<file path="src/verilog/scp_regs.svh">
// Constants for the serdes configuration pin handling: pin positions, register map, reset values, timing.
// Assumes a 10 MHz mclk; included by the package and by both ends.
`ifndef SCP_REGS_SVH
`define SCP_REGS_SVH

// Pin vector layout, low bits equal the control register layout
`define SCP_LANES       4
`define SCP_P_LSEL      0
`define SCP_P_OFF       4
`define SCP_P_DROP      8
`define SCP_P_TXEQ      9
`define SCP_P_RXEQ      10
`define SCP_P_TXALL     11
`define SCP_P_LOOP      12
`define SCP_P_LOOPOUT   13
`define SCP_P_CFG       14
`define SCP_P_RSTN      25
`define SCP_PIN_W       26

// Reset-class configuration field positions
`define SCP_CFG_W       11
`define SCP_C_TXREF     0
`define SCP_C_RXREF     1
`define SCP_C_TENBIT    2
`define SCP_C_HALF      3
`define SCP_C_DDR       4
`define SCP_C_BYTEM     5
`define SCP_C_IDLE      6
`define SCP_C_REP       7
`define SCP_C_MUX       8
`define SCP_C_RCLK      9
`define SCP_C_WORD      10

// Controller register map (byte addresses)
`define SCP_A_CTRL      8'h00
`define SCP_A_CFG       8'h04
`define SCP_A_CMD       8'h08
`define SCP_A_STAT      8'h0C
`define SCP_CTRL_W      14
`define SCP_CTRL_RST    14'h0800
`define SCP_CFG_RST     11'h010
`define SCP_CMD_RESET   0
`define SCP_S_RESET     0
`define SCP_S_PENDING   1
`define SCP_S_SETTLE    2

// Timing
`define SCP_CLK_NS          100
`define SCP_PLL_SETTLE_NS   25000
`define SCP_PLL_SETTLE_CYC  ((`SCP_PLL_SETTLE_NS + `SCP_CLK_NS - 1) / `SCP_CLK_NS)
`define SCP_PLL_BITS        20480
`define SCP_RXINIT_BITS     300
`define SCP_RXINIT_W_BITS   460
`define SCP_WORD_BITS       160
`define SCP_RST_HOLD_NS     1000
`define SCP_RST_HOLD_CYC    ((`SCP_RST_HOLD_NS + `SCP_CLK_NS - 1) / `SCP_CLK_NS)

`endif
</file>
<file path="src/verilog/scp_pkg.sv">
// Types shared by both ends of the configuration pin link.
// Assumes scp_regs.svh is on the include path.
`include "scp_regs.svh"

package scp_pkg;

	typedef enum logic [2:0] {
		D_RESET  = 3'h0,
		D_PLL    = 3'h1,
		D_RXINIT = 3'h2,
		D_WORD   = 3'h3,
		D_RUN    = 3'h4
	} scp_dev_st_t;

	typedef enum logic [2:0] {
		L_IDLE  = 3'h0,
		L_PHASE = 3'h1,
		L_BYTE  = 3'h2,
		L_WORD  = 3'h3,
		L_SYNC  = 3'h4
	} scp_lane_st_t;

	typedef enum logic {
		C_HOLD = 1'b0,
		C_IDLE = 1'b1
	} scp_ctl_st_t;

	typedef struct packed {
		logic [`SCP_PIN_W-1:0]                  s1;
		logic [`SCP_PIN_W-1:0]                  s2;
		logic [`SCP_PIN_W-1:0]                  s3;
		logic [`SCP_CFG_W-1:0]                  cfg;
		scp_dev_st_t                            st;
		logic [23:0]                            cnt;
		scp_lane_st_t [`SCP_LANES-1:0]          lane;
		logic [`SCP_LANES-1:0][11:0]            lcnt;
		logic [`SCP_LANES-1:0][7:0]             burst;
		logic [`SCP_LANES-1:0]                  tx_en;
	} scp_dev_state_t;

	typedef struct packed {
		scp_ctl_st_t                            st;
		logic [15:0]                            cnt;
		logic                                   rst_n;
		logic [`SCP_CTRL_W-1:0]                 ctrl;
		logic [`SCP_CFG_W-1:0]                  shadow;
		logic [`SCP_CFG_W-1:0]                  cfg_pin;
		logic [15:0]                            settle;
		logic [31:0]                            prdata;
		logic                                   pslverr;
	} scp_ctl_state_t;

endpackage : scp_pkg

</file>
<file path="src/verilog/scp_cfg_if.sv">
// Configuration and control pins between the system controller and the serdes.
// All signals are driven by the controller and are asynchronous to the device.
`timescale 1ns/10ps
`include "scp_regs.svh"

interface scp_cfg_if;
	logic [`SCP_LANES-1:0] redundant_link_select;
	logic [`SCP_LANES-1:0] transceiver_off;
	logic                  sync_drop;
	logic                  tx_equalization_on;
	logic                  rx_equalization_on;
	logic                  tx_all_outputs_on;
	logic                  loopback_on;
	logic                  loopback_output_drive;
	logic                  tx_refclk_a_select;
	logic                  rx_refclk_a_select;
	logic                  ten_bit_interface_on;
	logic                  half_speed_on;
	logic                  double_rate_on;
	logic                  byte_align_mode;
	logic                  idle_add_drop_on;
	logic                  repeater_on;
	logic                  link_mux_mode;
	logic                  recovered_clock_on;
	logic                  word_align_on;
	logic                  sys_reset_n;

	modport dev (
		input redundant_link_select, transceiver_off, sync_drop, tx_equalization_on,
		rx_equalization_on, tx_all_outputs_on, loopback_on, loopback_output_drive,
		tx_refclk_a_select, rx_refclk_a_select, ten_bit_interface_on, half_speed_on,
		double_rate_on, byte_align_mode, idle_add_drop_on, repeater_on, link_mux_mode,
		recovered_clock_on, word_align_on, sys_reset_n
	);

	modport ctl (
		output redundant_link_select, transceiver_off, sync_drop, tx_equalization_on,
		rx_equalization_on, tx_all_outputs_on, loopback_on, loopback_output_drive,
		tx_refclk_a_select, rx_refclk_a_select, ten_bit_interface_on, half_speed_on,
		double_rate_on, byte_align_mode, idle_add_drop_on, repeater_on, link_mux_mode,
		recovered_clock_on, word_align_on, sys_reset_n
	);
endinterface : scp_cfg_if

</file>
<file path="src/verilog/scp_dev.sv">
// Device end: synchronises the configuration pins, runs the startup sequence and
// tracks per-lane alignment. Assumes the pins may change at any time relative to mclk.
`timescale 1ns/10ps
`include "scp_regs.svh"

module scp_dev #(
	parameter int PLL_BITS    = `SCP_PLL_BITS,
	parameter int BIT_CYC     = 1,
	parameter int PHASE_BITS  = 64,
	parameter int BYTE_BITS   = 40,
	parameter int EQ_BURST    = 16
) (
	// Clock and power-on reset
	input  wire logic                               mclk,
	input  wire logic                               srst,
	// Configuration pins
	scp_cfg_if.dev                                  pins,
	// Device status
	output      logic                               dev_run,
	output      logic                               dev_in_reset,
	output      logic [`SCP_CFG_W-1:0]              cfg_applied,
	output      logic [`SCP_LANES-1:0]              lane_bit_locked,
	output      logic [`SCP_LANES-1:0]              lane_synced,
	output      logic [`SCP_LANES-1:0]              lane_err_burst,
	output      logic [`SCP_LANES-1:0]              lane_redundant,
	output      logic [`SCP_LANES-1:0]              tx_out_en,
	output      logic                               loop_active
);

	function automatic logic [23:0] bits_to_cyc(input int bits);
		bits_to_cyc = 24'(bits * BIT_CYC);
	endfunction : bits_to_cyc

	localparam logic [23:0] PLL_N    = 24'(PLL_BITS * BIT_CYC + `SCP_PLL_SETTLE_CYC);
	localparam logic [23:0] RXI_N    = 24'(`SCP_RXINIT_BITS * BIT_CYC);
	localparam logic [23:0] RXI_W_N  = 24'(`SCP_RXINIT_W_BITS * BIT_CYC);
	localparam logic [11:0] L_WORD_N = 12'(`SCP_WORD_BITS * BIT_CYC);
	localparam logic [11:0] PHASE_N  = 12'(PHASE_BITS * BIT_CYC);
	localparam logic [11:0] BYTE_N   = 12'(BYTE_BITS * BIT_CYC);
	localparam logic [7:0]  BURST_N  = 8'(EQ_BURST);

	scp_pkg::scp_dev_state_t q;
	scp_pkg::scp_dev_state_t n;
	logic [`SCP_PIN_W-1:0]   pin_vec;
	logic [`SCP_PIN_W-1:0]   chg;
	logic                    word_on;
	logic                    lane_restart;
	logic                    lane_realign;

	assign pin_vec = {pins.sys_reset_n, pins.word_align_on, pins.recovered_clock_on, pins.link_mux_mode,
		pins.repeater_on, pins.idle_add_drop_on, pins.byte_align_mode, pins.double_rate_on,
		pins.half_speed_on, pins.ten_bit_interface_on, pins.rx_refclk_a_select, pins.tx_refclk_a_select,
		pins.loopback_output_drive, pins.loopback_on, pins.tx_all_outputs_on, pins.rx_equalization_on,
		pins.tx_equalization_on, pins.sync_drop, pins.transceiver_off, pins.redundant_link_select};

	always_comb begin
		n = q;
		// Stage one feeds stage two only; change detection compares two and three
		n.s1 = pin_vec;
		n.s2 = q.s1;
		n.s3 = q.s2;
		chg = q.s2 ^ q.s3;
		word_on = q.cfg[`SCP_C_WORD];
		lane_restart = 1'b0;
		lane_realign = 1'b0;
		n.cnt = q.cnt + 24'h000001;

		if (!q.s2[`SCP_P_RSTN]) begin
			// Reset-class pins are latched only here; later changes wait for the next reset
			n.cfg = q.s2[`SCP_P_CFG +: `SCP_CFG_W];
			n.st = scp_pkg::D_RESET;
			n.cnt = 24'h000000;
			n.lane = {`SCP_LANES{scp_pkg::L_IDLE}};
			n.lcnt = '0;
			n.burst = '0;
		end else begin
			case (q.st)
				scp_pkg::D_RESET: begin
					n.st = scp_pkg::D_PLL;
					n.cnt = 24'h000000;
				end
				scp_pkg::D_PLL: begin
					if (q.cnt >= PLL_N - 24'h000001) begin
						n.st = scp_pkg::D_RXINIT;
						n.cnt = 24'h000000;
					end
				end
				scp_pkg::D_RXINIT: begin
					if (q.cnt >= (word_on ? RXI_W_N : RXI_N) - 24'h000001) begin
						n.st = word_on ? scp_pkg::D_WORD : scp_pkg::D_RUN;
						n.cnt = 24'h000000;
					end
				end
				scp_pkg::D_WORD: begin
					if (q.cnt >= bits_to_cyc(`SCP_WORD_BITS) - 24'h000001) begin
						n.st = scp_pkg::D_RUN;
						n.cnt = 24'h000000;
					end
				end
				scp_pkg::D_RUN: begin
					n.cnt = q.cnt;
				end
				default: begin
					n.st = scp_pkg::D_RESET;
				end
			endcase

			// Equalization may change live; flag a short error window on every lane
			for (int i = 0; i < `SCP_LANES; i++) begin
				if (chg[`SCP_P_TXEQ] || chg[`SCP_P_RXEQ])
					n.burst[i] = BURST_N;
				else if (q.burst[i] != 8'h00)
					n.burst[i] = q.burst[i] - 8'h01;
			end

			for (int i = 0; i < `SCP_LANES; i++) begin
				lane_restart = chg[`SCP_P_LSEL + i] || chg[`SCP_P_OFF + i] || chg[`SCP_P_LOOP];
				lane_realign = chg[`SCP_P_DROP];
				n.lcnt[i] = q.lcnt[i] + 12'h001;
				if (q.st != scp_pkg::D_RUN) begin
					n.lane[i] = scp_pkg::L_IDLE;
					n.lcnt[i] = 12'h000;
				end else if (q.s2[`SCP_P_OFF + i]) begin
					n.lane[i] = scp_pkg::L_IDLE;
					n.lcnt[i] = 12'h000;
				end else if (q.lane[i] == scp_pkg::L_IDLE) begin
					// Startup already aligned a lane that was on at reset; a lane turned on later is new
					n.lane[i] = lane_restart ? scp_pkg::L_PHASE : scp_pkg::L_SYNC;
					n.lcnt[i] = 12'h000;
				end else if (lane_restart) begin
					n.lane[i] = scp_pkg::L_PHASE;
					n.lcnt[i] = 12'h000;
				end else if (lane_realign && q.lane[i] != scp_pkg::L_PHASE) begin
					n.lane[i] = scp_pkg::L_BYTE;
					n.lcnt[i] = 12'h000;
				end else begin
					case (q.lane[i])
						scp_pkg::L_PHASE: begin
							if (q.lcnt[i] >= PHASE_N - 12'h001) begin
								n.lane[i] = scp_pkg::L_BYTE;
								n.lcnt[i] = 12'h000;
							end
						end
						scp_pkg::L_BYTE: begin
							if (q.lcnt[i] >= BYTE_N - 12'h001) begin
								n.lane[i] = word_on ? scp_pkg::L_WORD : scp_pkg::L_SYNC;
								n.lcnt[i] = 12'h000;
							end
						end
						scp_pkg::L_WORD: begin
							if (q.lcnt[i] >= L_WORD_N - 12'h001) begin
								n.lane[i] = scp_pkg::L_SYNC;
								n.lcnt[i] = 12'h000;
							end
						end
						scp_pkg::L_SYNC: begin
							n.lcnt[i] = q.lcnt[i];
						end
						default: begin
							n.lane[i] = scp_pkg::L_IDLE;
						end
					endcase
				end
			end
		end

		// Output drive follows its synchronised pins one cycle on, in reset as in run, with no lane resync
		for (int i = 0; i < `SCP_LANES; i++)
			n.tx_en[i] = q.s2[`SCP_P_TXALL] && !q.s2[`SCP_P_OFF + i] &&
				(!q.s2[`SCP_P_LOOP] || q.s2[`SCP_P_LOOPOUT]);
	end

	always_ff @(posedge mclk) begin
		if (srst)
			q <= '0;
		else
			q <= n;
	end

	always_comb begin
		dev_run      = (q.st == scp_pkg::D_RUN);
		dev_in_reset = (q.st == scp_pkg::D_RESET);
		cfg_applied  = q.cfg;
		tx_out_en    = q.tx_en;
		loop_active  = q.s3[`SCP_P_LOOP];
		lane_redundant = q.s3[`SCP_P_LSEL +: `SCP_LANES];
		for (int i = 0; i < `SCP_LANES; i++) begin
			lane_bit_locked[i] = (q.lane[i] == scp_pkg::L_BYTE) || (q.lane[i] == scp_pkg::L_WORD) ||
				(q.lane[i] == scp_pkg::L_SYNC);
			lane_synced[i]     = (q.lane[i] == scp_pkg::L_SYNC);
			lane_err_burst[i]  = (q.burst[i] != 8'h00);
		end
	end

endmodule : scp_dev

</file>
<file path="src/flat_wrapper.sv">
// flat-port wrapper written by rule: the top's interface ports become plain ports
module scp_dev_flat 
#(
	parameter int PLL_BITS    = `SCP_PLL_BITS,
	parameter int BIT_CYC     = 1,
	parameter int PHASE_BITS  = 64,
	parameter int BYTE_BITS   = 40,
	parameter int EQ_BURST    = 16
)
  (mclk, srst, dev_run, dev_in_reset, cfg_applied, lane_bit_locked, lane_synced, lane_err_burst, lane_redundant, tx_out_en, loop_active, pins_redundant_link_select, pins_transceiver_off, pins_sync_drop, pins_tx_equalization_on, pins_rx_equalization_on, pins_tx_all_outputs_on, pins_loopback_on, pins_loopback_output_drive, pins_tx_refclk_a_select, pins_rx_refclk_a_select, pins_ten_bit_interface_on, pins_half_speed_on, pins_double_rate_on, pins_byte_align_mode, pins_idle_add_drop_on, pins_repeater_on, pins_link_mux_mode, pins_recovered_clock_on, pins_word_align_on, pins_sys_reset_n);
  scp_cfg_if pins_i ();
  input  wire logic mclk;
  input  wire logic srst;
  output      logic dev_run;
  output      logic dev_in_reset;
  output      logic [`SCP_CFG_W-1:0] cfg_applied;
  output      logic [`SCP_LANES-1:0] lane_bit_locked;
  output      logic [`SCP_LANES-1:0] lane_synced;
  output      logic [`SCP_LANES-1:0] lane_err_burst;
  output      logic [`SCP_LANES-1:0] lane_redundant;
  output      logic [`SCP_LANES-1:0] tx_out_en;
  output      logic loop_active;
  input wire logic [$bits(pins_i.redundant_link_select)-1:0] pins_redundant_link_select;
  input wire logic [$bits(pins_i.transceiver_off)-1:0] pins_transceiver_off;
  input wire logic [$bits(pins_i.sync_drop)-1:0] pins_sync_drop;
  input wire logic [$bits(pins_i.tx_equalization_on)-1:0] pins_tx_equalization_on;
  input wire logic [$bits(pins_i.rx_equalization_on)-1:0] pins_rx_equalization_on;
  input wire logic [$bits(pins_i.tx_all_outputs_on)-1:0] pins_tx_all_outputs_on;
  input wire logic [$bits(pins_i.loopback_on)-1:0] pins_loopback_on;
  input wire logic [$bits(pins_i.loopback_output_drive)-1:0] pins_loopback_output_drive;
  input wire logic [$bits(pins_i.tx_refclk_a_select)-1:0] pins_tx_refclk_a_select;
  input wire logic [$bits(pins_i.rx_refclk_a_select)-1:0] pins_rx_refclk_a_select;
  input wire logic [$bits(pins_i.ten_bit_interface_on)-1:0] pins_ten_bit_interface_on;
  input wire logic [$bits(pins_i.half_speed_on)-1:0] pins_half_speed_on;
  input wire logic [$bits(pins_i.double_rate_on)-1:0] pins_double_rate_on;
  input wire logic [$bits(pins_i.byte_align_mode)-1:0] pins_byte_align_mode;
  input wire logic [$bits(pins_i.idle_add_drop_on)-1:0] pins_idle_add_drop_on;
  input wire logic [$bits(pins_i.repeater_on)-1:0] pins_repeater_on;
  input wire logic [$bits(pins_i.link_mux_mode)-1:0] pins_link_mux_mode;
  input wire logic [$bits(pins_i.recovered_clock_on)-1:0] pins_recovered_clock_on;
  input wire logic [$bits(pins_i.word_align_on)-1:0] pins_word_align_on;
  input wire logic [$bits(pins_i.sys_reset_n)-1:0] pins_sys_reset_n;
  assign pins_i.redundant_link_select = pins_redundant_link_select;
  assign pins_i.transceiver_off = pins_transceiver_off;
  assign pins_i.sync_drop = pins_sync_drop;
  assign pins_i.tx_equalization_on = pins_tx_equalization_on;
  assign pins_i.rx_equalization_on = pins_rx_equalization_on;
  assign pins_i.tx_all_outputs_on = pins_tx_all_outputs_on;
  assign pins_i.loopback_on = pins_loopback_on;
  assign pins_i.loopback_output_drive = pins_loopback_output_drive;
  assign pins_i.tx_refclk_a_select = pins_tx_refclk_a_select;
  assign pins_i.rx_refclk_a_select = pins_rx_refclk_a_select;
  assign pins_i.ten_bit_interface_on = pins_ten_bit_interface_on;
  assign pins_i.half_speed_on = pins_half_speed_on;
  assign pins_i.double_rate_on = pins_double_rate_on;
  assign pins_i.byte_align_mode = pins_byte_align_mode;
  assign pins_i.idle_add_drop_on = pins_idle_add_drop_on;
  assign pins_i.repeater_on = pins_repeater_on;
  assign pins_i.link_mux_mode = pins_link_mux_mode;
  assign pins_i.recovered_clock_on = pins_recovered_clock_on;
  assign pins_i.word_align_on = pins_word_align_on;
  assign pins_i.sys_reset_n = pins_sys_reset_n;
  scp_dev #(.PLL_BITS(PLL_BITS), .BIT_CYC(BIT_CYC), .PHASE_BITS(PHASE_BITS), .BYTE_BITS(BYTE_BITS), .EQ_BURST(EQ_BURST)) u_core (.mclk(mclk), .srst(srst), .pins(pins_i), .dev_run(dev_run), .dev_in_reset(dev_in_reset), .cfg_applied(cfg_applied), .lane_bit_locked(lane_bit_locked), .lane_synced(lane_synced), .lane_err_burst(lane_err_burst), .lane_redundant(lane_redundant), .tx_out_en(tx_out_en), .loop_active(loop_active));
endmodule
</file>
<file path="config.mk">
export PLATFORM = sky130hd
export DESIGN_NAME = scp_dev_flat
export DESIGN_NICKNAME = d
export VERILOG_FILES = /design/src/verilog/scp_pkg.sv /design/src/verilog/scp_cfg_if.sv /design/src/verilog/scp_dev.sv /design/src/flat_wrapper.sv
export VERILOG_INCLUDE_DIRS = /design/src /design/src/verilog
export SDC_FILE = /design/constraint.sdc
export NUM_CORES = 1
export LEC_CHECK = 0
export BUFFER_PORTS_ARGS = -buffer_cell sky130_fd_sc_hd__buf_2
export CORE_MARGIN = 5
export CORE_UTILIZATION = 60
export DETAILED_ROUTE_END_ITERATION = 10
export GPL_TIMING_DRIVEN = 0
export PLACE_DENSITY = 0.87
export SETUP_SLACK_MARGIN = 0.02
export SLEW_MARGIN = 10
export SYNTH_ARGS = -nofsm -noshare
export SYNTH_HDL_FRONTEND = slang
export SYNTH_SLANG_ARGS = --single-unit
export TNS_END_PERCENT = 100
</file>
<file path="constraint.sdc">
create_clock -name mclk -period 2.6 [get_ports mclk]
set_input_delay 0.52 -clock mclk [delete_from_list [all_inputs] [get_ports mclk]]
set_output_delay 0.52 -clock mclk [all_outputs]
set_load 0.05 [all_outputs]
</file>
**After elaboration in Yosys (flattened, before gate mapping)**

Index checks and enable logic that the tools add are counted.
Widths: inputs -> output; s select.

- Flip-flop bits (word level): 199
- Bits of input ports: 28
- Output and inout port bits: 34
- Word-level logic and storage cells: 221

- $add $sub $neg: 10
- Magnitude comparators: 15
- Eq/ne operators: 44
- Muxes and demuxes: 63
- Bitwise logic cells: 3
- Reduce and logical (&&, ||, !) cells: 63

Operator list:

| kind | number |
|---|---|
| $pmux 12 s4 | 4 |
| $mux 12 | 12 |
| $pmux 24 s5 | 1 |
| $ge 12x6->1 const B | 8 |
| $mux 3 | 29 |
| $mux 27 | 3 |
| $ne 5x1->1 const B | 12 |
| $add 12x1->12 const B | 4 |
| $ge 12x8->1 const B | 4 |
| $pmux 3 s4 | 4 |
| $mux 5 | 8 |
| $reduce_bool 8->1 | 4 |
| $sub 8x1->8 const B | 4 |
| $eq 3x2->1 const B | 10 |
| $reduce_or 7->1 | 4 |
| $add 24x1->24 const B | 1 |
| $ge 24x15->1 const B | 1 |
| $ge 24x24->1 | 1 |
| $ge 24x8->1 const B | 1 |
| $sub 24x1->24 const B | 1 |
| $reduce_and 4->1 | 5 |
| $logic_or 1x1->1 | 18 |
| $ne 4x1->1 const B | 4 |
| $reduce_or 4->1 | 4 |
| 15 further kinds | 51 |

**Depth between registers and ports, before layout**

Gate-level depths: netlist (run 1).

- Depth in word-level cells: 6
- Gate-level depth with buffers: 10
- Depth with buffers taken out: 8

**Worst setup path before layout (run 1)**

No wires, ideal clock.

- Path kind: flip-flop to flip-flop
- Start point: register u_core.q, in the netlist u_core.cfg_applied[10]
- End point: register u_core.q[106] in the netlist's numbering
- Setup time: 63 ps
- Arrival time: 2133 ps
- Data required time: 2537 ps
- Path slack: 404 ps
- Cell stages (with the launch flop): 10
- Buffers on the path: 1
- Period minus slack after synthesis: 2196 ps
- Cells stage by stage: dfxtp_1 -> inv_1 -> ha_1 -> nand3_1 -> a21oi_1 -> or4_4 -> o41ai_4 -> a31oi_4 -> buf_6 -> nor2_2

- Word-level cells in the longest chain between the ends: 5

RTL lines:

| what | RTL line | source |
|---|---|---|
| from (decl) | scp_dev.sv:42 | `scp_pkg::scp_dev_state_t q;` |
| from (signal assigned) | scp_dev.sv:177 | `q <= n;` |
| $mux 8 | scp_dev.sv:89 | `if (q.cnt >= (word_on ? RXI_W_N : RXI_N) - 24'h000001) begin` |
| $sub 24x1->24 | scp_dev.sv:89 |  |
| $ge 24x24->1 | scp_dev.sv:89 |  |
| $mux 27 | scp_dev.sv:89 |  |
| $pmux 24 s5 | scp_dev.sv:77 | `case (q.st)` |

No other way between the ends. The select of a mux whose other input is x is not followed.
A chain may end at the register's enable or synchronous reset.

**Worst setup path in the final report (run 1)**

- Start point: register u_core.q[28] in the netlist's numbering
- End point: output port lane_err_burst[3]

- Word-level cells in the longest chain between the ends: 1

RTL lines:

| what | RTL line | source |
|---|---|---|
| $reduce_bool 8->1 | scp_dev.sv:191 | `lane_err_burst[i] = (q.burst[i] != 8'h00);` |
| to (decl) | flat_wrapper.sv:19 | `` output logic [`SCP_LANES-1:0] lane_err_burst; `` |

No other way between the ends.

==> results of run 1 <==
[cells by family after synthesis]
group / after synthesis
fa+ha+maj: 15
simple gates: 448
compound gates: 103
mux: 15
buf+inv: 79
flops: 198
xor+xnor: 100
[per-layer routing]
metal,wire length [um],share of wire,track usage,vias to the layer above
met3,772,0.044,0.0508,35
met4,352,0.020,0.0868,0
li1,-,-,-,3389
met5,0,0,0,-
met1,7970,0.46,0.275,3160
met2,8260,0.48,0.360,161
[power by group through the flow]
stage	Combinational, mW	Sequential [mW]	Clock, mW
final	0.239	3.11	2.58
after global placement	0.231	3.17	0
after global routing	0.264	3.11	2.74
after detailed placement	0.236	3.18	0
after floorplan	0.175	3.17	0
after CTS	0.240	3.11	2.62
[worst reg2reg max path: stages, from the launching register on]
cell and delay [ps]:
dfxtp_2 470, inv_1 160, ha_1 330, nand3_1 90, a21oi_1 50, or4_4 570, o41ai_4 280, a31oi_4 110
buf_6 190, nor2_2 100
[how the worst min path moves through the flow]
stage | slack (ps) | to | from | cells after the start
floorplan | 410 | u_core.n[134]$_SDFF_PP0_ | u_core.n[160]$_SDFF_PP0_ | 1
global placement | 420 | u_core.n[149]$_SDFF_PP0_ | u_core.n[175]$_SDFF_PP0_ | 1
detailed placement | 420 | u_core.n[134]$_SDFF_PP0_ | u_core.n[160]$_SDFF_PP0_ | 1
CTS | 270 | u_core.n[181]$_SDFF_PP0_ | pins_repeater_on | 2
global route | 280 | u_core.n[176]$_SDFF_PP0_ | pins_ten_bit_interface_on | 2
finish | 280 | u_core.n[176]$_SDFF_PP0_ | pins_ten_bit_interface_on | 2
[cells in the final DEF, fill, tap and decap left out, types with 12 or more instances in the layout]
master / netlist / routed
clkbuf_16: 0 / 17
nor2b_1: 68 / 68
buf_2: 7 / 65
nor3_1: 31 / 31
buf_4: 20 / 22
inv_1: 28 / 28
or3_1: 12 / 12
a21oi_1: 23 / 23
nor2_2: 20 / 20
clkbuf_1: 19 / 20
nand2b_1: 16 / 16
nand3_1: 39 / 39
nor2_1: 128 / 128
mux2i_1: 14 / 14
xnor2_1: 38 / 38
xor2_1: 62 / 62
nand4_1: 15 / 15
o21ai_0: 19 / 19
nand2_1: 65 / 65
ha_1: 15 / 15
dfxtp_1: 198 / 197
[sequential cells by signal (all words and copies together), names as in the netlist]
signal / count
u_core.q: 126
u_core.loop_active: 1
u_core.tx_out_en: 4
u_core.lane_redundant: 4
u_core.cfg_applied: 11
u_core.n: 52
[repair_timing]
item / 4_1_cts / 5_1_grt
hold buffers: 0 / 0
hold endpoints to repair: 0 / 0
endpoints found under the setup margin: 6 / 2
gates resized for setup: 1 / 4
setup buffers: 0 / 0
[metrics by stage]
step	instance area, um2	worst slack (ps)	hold WS, ps	instances	util
final	9730	119	278	1230	0.696
after global placement	9140	87.1	416	1198	0.653
after global routing	9730	24.4	275	1230	0.696
after floorplan	8620	404	414	958	-
after CTS	9730	98.5	267	1230	0.695
after detailed placement	9140	58.0	423	1198	0.653
[cell type report]
| cell class | count | area (um2) | area share |
|---|---|---|---|
| plain buffers | 49 | 283 | 0.0291 |
| clock buffers | 19 | 443 | 0.0455 |
| clock inverters | 13 | 140 | 0.0144 |
| inverters | 30 | 113 | 0.0116 |
| multi-input cells | 681 | 4260 | 0.437 |
| flip-flops and latches | 198 | 3970 | 0.407 |
| well taps | 180 | 225 | 0.0231 |
| repair buffers | 60 | 305 | 0.0314 |
==> impl_metrics.toml, run 1 <==
[clocking]
path_clk_slew_ps = 70
clock_latency_ps = 440
cts_made_buffers = 17
cts.htree.levels = 4
tritoncts = "done"
clockRootBuffer = "clkbuf_16"
cts.sinks = 198
clockBufferDepth = 2

[cells_and_area]
nets = 1080
nFillCells = 1048
diodes = 0
syn2layout_area_growth_pct = 12.9
drive_above_1_share = 0.151

[power_and_ir_drop]
p_comb_frac = 0.040
p_sw_frac = 0.231
p_leak_nw = 3.85
pwr-share-seq = 0.524
p_int_mw = 4.56
power_density_nw_per_um2 = 609
p_total_mw = 5.93
pwr-share-clk = 0.435
ir_drop_mv = 0.526
p_sw_mw = 1.37

[synthesis]
synthesis.area_um2 = 8620
synth_top_cell_area_share = 0.460
synth_top_family_by_area = "simple AND/OR/NAND/NOR gates"
yosys.area_share.simple = 0.268
synthesis.instances = 958
syn_avg_cell_area_um2 = 8.99
yosys_warnings = 0
seq_area_frac_synth = 0.460
yosys-top-cells-count = "198 x dfxtp_1, 128 x nor2_1, 68 x nor2b_1"
ys.flop_type = "dfxtp_1"
ys_seq_elements = 198
yosysMostFrequentCell = "dfxtp_1"
synth-xor-area-share = 0.102
yosys.area.top_type = "dfxtp_1"
synth-compound-area-share = 0.0851
synthArstFlopShare = 0
syn_nets = 1001
muxShareOfSynthArea = 0.0176
synth_area_leaders = "dfxtp_1 46%, xor2_1 6.3%, nor2_1 5.6%"
synth_edf_count = 0
synth_fa_ha_area_frac = 0.0218
synthDistinctLibCells = 62

[setup_path]
cp.depth = 6
r2r_slack_ps = 190
critPathTopFamily = "buffers and inverters"
end_kind = "output port"
cp-start-kind = "register"
critPathMaxFanout = 6
reg2reg_depth = 9
cp-startpoint = "u_core.q[28]$_SDFFE_PP0P_"
crit_path_end = "lane_err_burst[3]"
regToRegStartpoint = "u_core.cfg_applied[10]$_SDFFE_PP0N_"
r2r-end = "u_core.q[100]$_SDFFE_PP0N_"
critPathSlowestCell = "or3_1"
path_buf_inv = 3
worstSetupPathType = "register to output port"
arrival_ps = 1960
max_stage_delay_ps = 360
worstPathRequired_ps = 2080
critical_path.cell_chain = "inv_1, ha_1, nand2_1, or3_1, clkbuf_1, buf_4"

[die]
die_area_um2 = 16900
row_count = 43
num_io_pins = 62
die_h_um = 130
core_um2 = 14000
dieWidth_um = 130
start_util = 0.616

[global_routing]
grt_usage = 0.217
grt_pass1_wl_mm = 29.5
grt-ovfl-total = 0
grt_pass1_vias = 6482
antenna_found_initial = 0
grt_max_degree = 19

[placed_design]
io_buffers = 60
place_congestion = 0.843
dp_hpwl_mm = 12.1

[route]
drc = 0
drt_iter0_markers = 359
drt_wl_total_mm = 17.4
via_per_inst = 5.48
antenna_left = 0
via_count = 6745
wl_per_cell_um = 14.1
drt-pass1-iter-count = 5

[timing]
worst_slew_pin_slew_ps = 759
slew_violations = 0
fmax_mhz = 403
post-route-period-util = 0.954
period_needed_ps = 2480
finalHoldViolCount = 0
fin_setup_tns_ps = 0
finalClockSkew_ps = 7.51
rsz0062_at_grt = "no"
setup_viol = 0
max_slew_margin = 0.494

[status]
outcome = "complete, no violations"

[flow_run]
maxCapViolations = 0

[min_path]
hp-class = "input pin to register"
(Power assumes the default switching activity.)
==> run 2: changes to the inputs <==
- ABC_AREA: unset -> 1
- CORE_UTILIZATION: 60 -> 61
- PLACE_DENSITY: 0.87 -> 0.88
==> run 2 against run 1 <==
Clock power increased by 4%. Non-clock buffer count fell by 8. Via count is 26% higher. Sequential cell count stayed put. Largest cell class unchanged. Largest power group unchanged.
==> impl_metrics.toml, run 2 <==
[status]
outcome = "complete, no violations"

[synthesis]
yosys_warnings = 0
ys.flop_type = "dfxtp_1"
synthDistinctLibCells = 47
synthesis.area_um2 = 9590
synth_area_leaders = "dfxtp_1 41%, nor2_1 11%, nand2_1 8.4%"
yosys.area.top_type = "dfxtp_1"
seq_area_frac_synth = 0.413
synth_top_cell_area_share = 0.413
synth_edf_count = 0
synthArstFlopShare = 0
yosys-top-cells-count = "283 x nor2_1, 214 x nand2_1, 198 x dfxtp_1"
syn_nets = 1384
yosysMostFrequentCell = "nor2_1"
ys_seq_elements = 198
syn_avg_cell_area_um2 = 7.15
synthesis.instances = 1341

[setup_path]
r2r_slack_ps = 210
worstSetupPathType = "register to register"
end_kind = "register"
worstPathRequired_ps = 2940
r2r-end = "u_core.q[112]$_SDFFE_PP0N_"
regToRegStartpoint = "u_core.cfg_applied[10]$_SDFFE_PP0N_"
arrival_ps = 2730
critPathMaxFanout = 10
cp-start-kind = "register"
reg2reg_depth = 13

[die]
row_count = 45
core_um2 = 15300
start_util = 0.626
die_h_um = 135
dieWidth_um = 135
die_area_um2 = 18300
num_io_pins = 62

[power_and_ir_drop]
p_sw_mw = 1.52
p_sw_frac = 0.250
p_total_mw = 6.09
p_leak_nw = 4.87
pwr-share-seq = 0.511
p_comb_frac = 0.047
ir_drop_mv = 0.551
power_density_nw_per_um2 = 565
p_int_mw = 4.57
pwr-share-clk = 0.442

[cells_and_area]
regMostFlops = "u_core.q"
nFillCells = 1197
largest_reg_flops = 126
diodes = 0
final_cell_mix = "282 x nor2_1, 214 x nand2_1, 198 x dfxtp_1"
syn2layout_area_growth_pct = 12.3
layout_commonest_cell = "nor2_1"
nets = 1464
drive_above_1_share = 0.142

[clocking]
hold_buffers = 0
clockBufferDepth = 2
path_clk_slew_ps = 80
cts.htree.levels = 4
cts_made_buffers = 17
cts.sinks = 198
tritoncts = "done"
clockRootBuffer = "clkbuf_16"
clock_latency_ps = 450

[min_path]
holdPathEnd = "u_core.n[160]$_SDFF_PP0_"
hp-class = "input pin to register"
hold_depth = 3
hp-start = "pins_redundant_link_select[0]"

[timing]
max_slew_margin = 0.545
finalClockSkew_ps = 10.3
worst_slew_pin_slew_ps = 678
rsz0062_at_grt = "no"
finalHoldViolCount = 0
setup_viol = 0
period_needed_ps = 2390
post-route-period-util = 0.920
fmax_mhz = 418
fin_hold_ws_ps = 270
slew_violations = 0
fin_setup_tns_ps = 0

[placed_design]
io_buffers = 61
place_congestion = 0.914
dp_hpwl_mm = 14.2

[global_routing]
antenna_found_initial = 0
grt_pass1_vias = 7922
grt-ovfl-total = 0
grt_max_degree = 21
grt_usage = 0.228
grt_pass1_wl_mm = 34.8

[route]
drt-pass1-iter-count = 5
drc = 0
via_per_inst = 5.15
wl_per_cell_um = 12.3
antenna_left = 0
via_count = 8474
drt_iter0_markers = 543
drt_wl_total_mm = 20.2

[flow_run]
maxCapViolations = 0
run 2: cell types whose count changed in the layout (fill, tap and decap cells not counted), moves of 13 or more:
cell / change
inv_1: +163
nor2_1: +154
nand2_1: +149
nor2b_1: -68
a21oi_1: +32
nand3_1: +31
xnor2_1: -26
nand4_1: +21
xor2_1: -19
o21ai_0: +18
nand2b_1: -16
mux2i_1: -14
nor3_2: +13
run 2: what timing repair did:
item | CTS | global route
gates resized for setup | 1 | 1
setup buffers | 0 | 0
endpoints found under the setup margin | 10 | 1
run 2: final cells by class:
| class | instances | area (um2) | share of cell area |
|---|---|---|---|
| Timing Repair Buffer | 61 | 305 | 0.0283 |
| Multi-Input combinational cell | 901 | 4610 | 0.428 |
| Clock buffer | 18 | 429 | 0.0398 |
| Inverter | 202 | 758 | 0.0704 |
| Sequential cell | 198 | 3960 | 0.368 |
| Clock inverter | 14 | 178 | 0.0165 |
| Buffer | 40 | 263 | 0.0244 |
| Tap cell | 211 | 264 | 0.0245 |
run 2: per-stage QoR:
stage                     setup slack [ps]   util  instance area, um2  cells
after detailed placement              21.6  0.663               10200   1613
after global routing                  36.0  0.703               10800   1645
after floorplan                        636      -                9590   1341
after global placement                 106  0.663               10200   1613
after CTS                              184  0.703               10800   1645
final                                  207  0.703               10800   1645
run 2: worst max-delay path, stage by stage (launching register included):
cell and delay [ps]:
dfxtp_1 370, clkbuf_2 270, inv_1 180, ha_1 350
nand2_1 70, nor2_1 130, inv_1 50, nor2_1 160
nor2_2 80, nand3_2 110, nand4_4 160, nand2_2 120
buf_6 160, nor2_1 60
run 2: cell families (layout without fill, tap and decap cells):
family | Yosys count | after routing | share of synthesized area
xor gates and xnor gates | 55 | 55 | 0.0502
DFF | 198 | 198 | 0.413
adders and majority gates | 15 | 15 | 0.0196
and+or+nand+nor | 714 | 714 | 0.343
AOI/OAI and AO/OA | 117 | 117 | 0.0674
buffers and inverters | 242 | 335 | 0.106
run 2: worst max-delay path by stage:
| stage | start | endpoint | slack, ps | cells after the start |
|---|---|---|---|---|
| final | u_core.cfg_applied[10]$_SDFFE_PP0N_ | u_core.q[112]$_SDFFE_PP0N_ | 210 | 13 |
| after detailed placement | u_core.cfg_applied[10]$_SDFFE_PP0N_ | u_core.q[112]$_SDFFE_PP0N_ | 20 | 13 |
| after global placement | u_core.cfg_applied[10]$_SDFFE_PP0N_ | u_core.q[114]$_SDFFE_PP0N_ | 110 | 13 |
| after global routing | u_core.cfg_applied[10]$_SDFFE_PP0N_ | u_core.q[112]$_SDFFE_PP0N_ | 40 | 13 |
| after CTS | u_core.q[28]$_SDFFE_PP0P_ | lane_err_burst[3] | 180 | 8 |
| after floorplan | u_core.cfg_applied[10]$_SDFFE_PP0N_ | u_core.q[112]$_SDFFE_PP0N_ | 640 | 13 |
run 2: power groups by stage:
stage / Combinational, mW / Sequential (mW) / Clock [mW]
2_1_floorplan: 0.207 / 3.18 / 0
3_5_place_dp: 0.283 / 3.18 / 0
5_1_grt: 0.321 / 3.12 / 2.86
4_1_cts: 0.288 / 3.11 / 2.71
6_report: 0.287 / 3.11 / 2.69
3_3_place_gp: 0.276 / 3.18 / 0
run 2: layer usage:
metal  share of wire  global-route usage  vias to the layer above
met1            0.43               0.281                     3791
met4           0.029              0.0935                        0
met2            0.48               0.390                      267
li1                -                   -                     4354
met5               0                   0                        -
met3           0.058              0.0472                       62
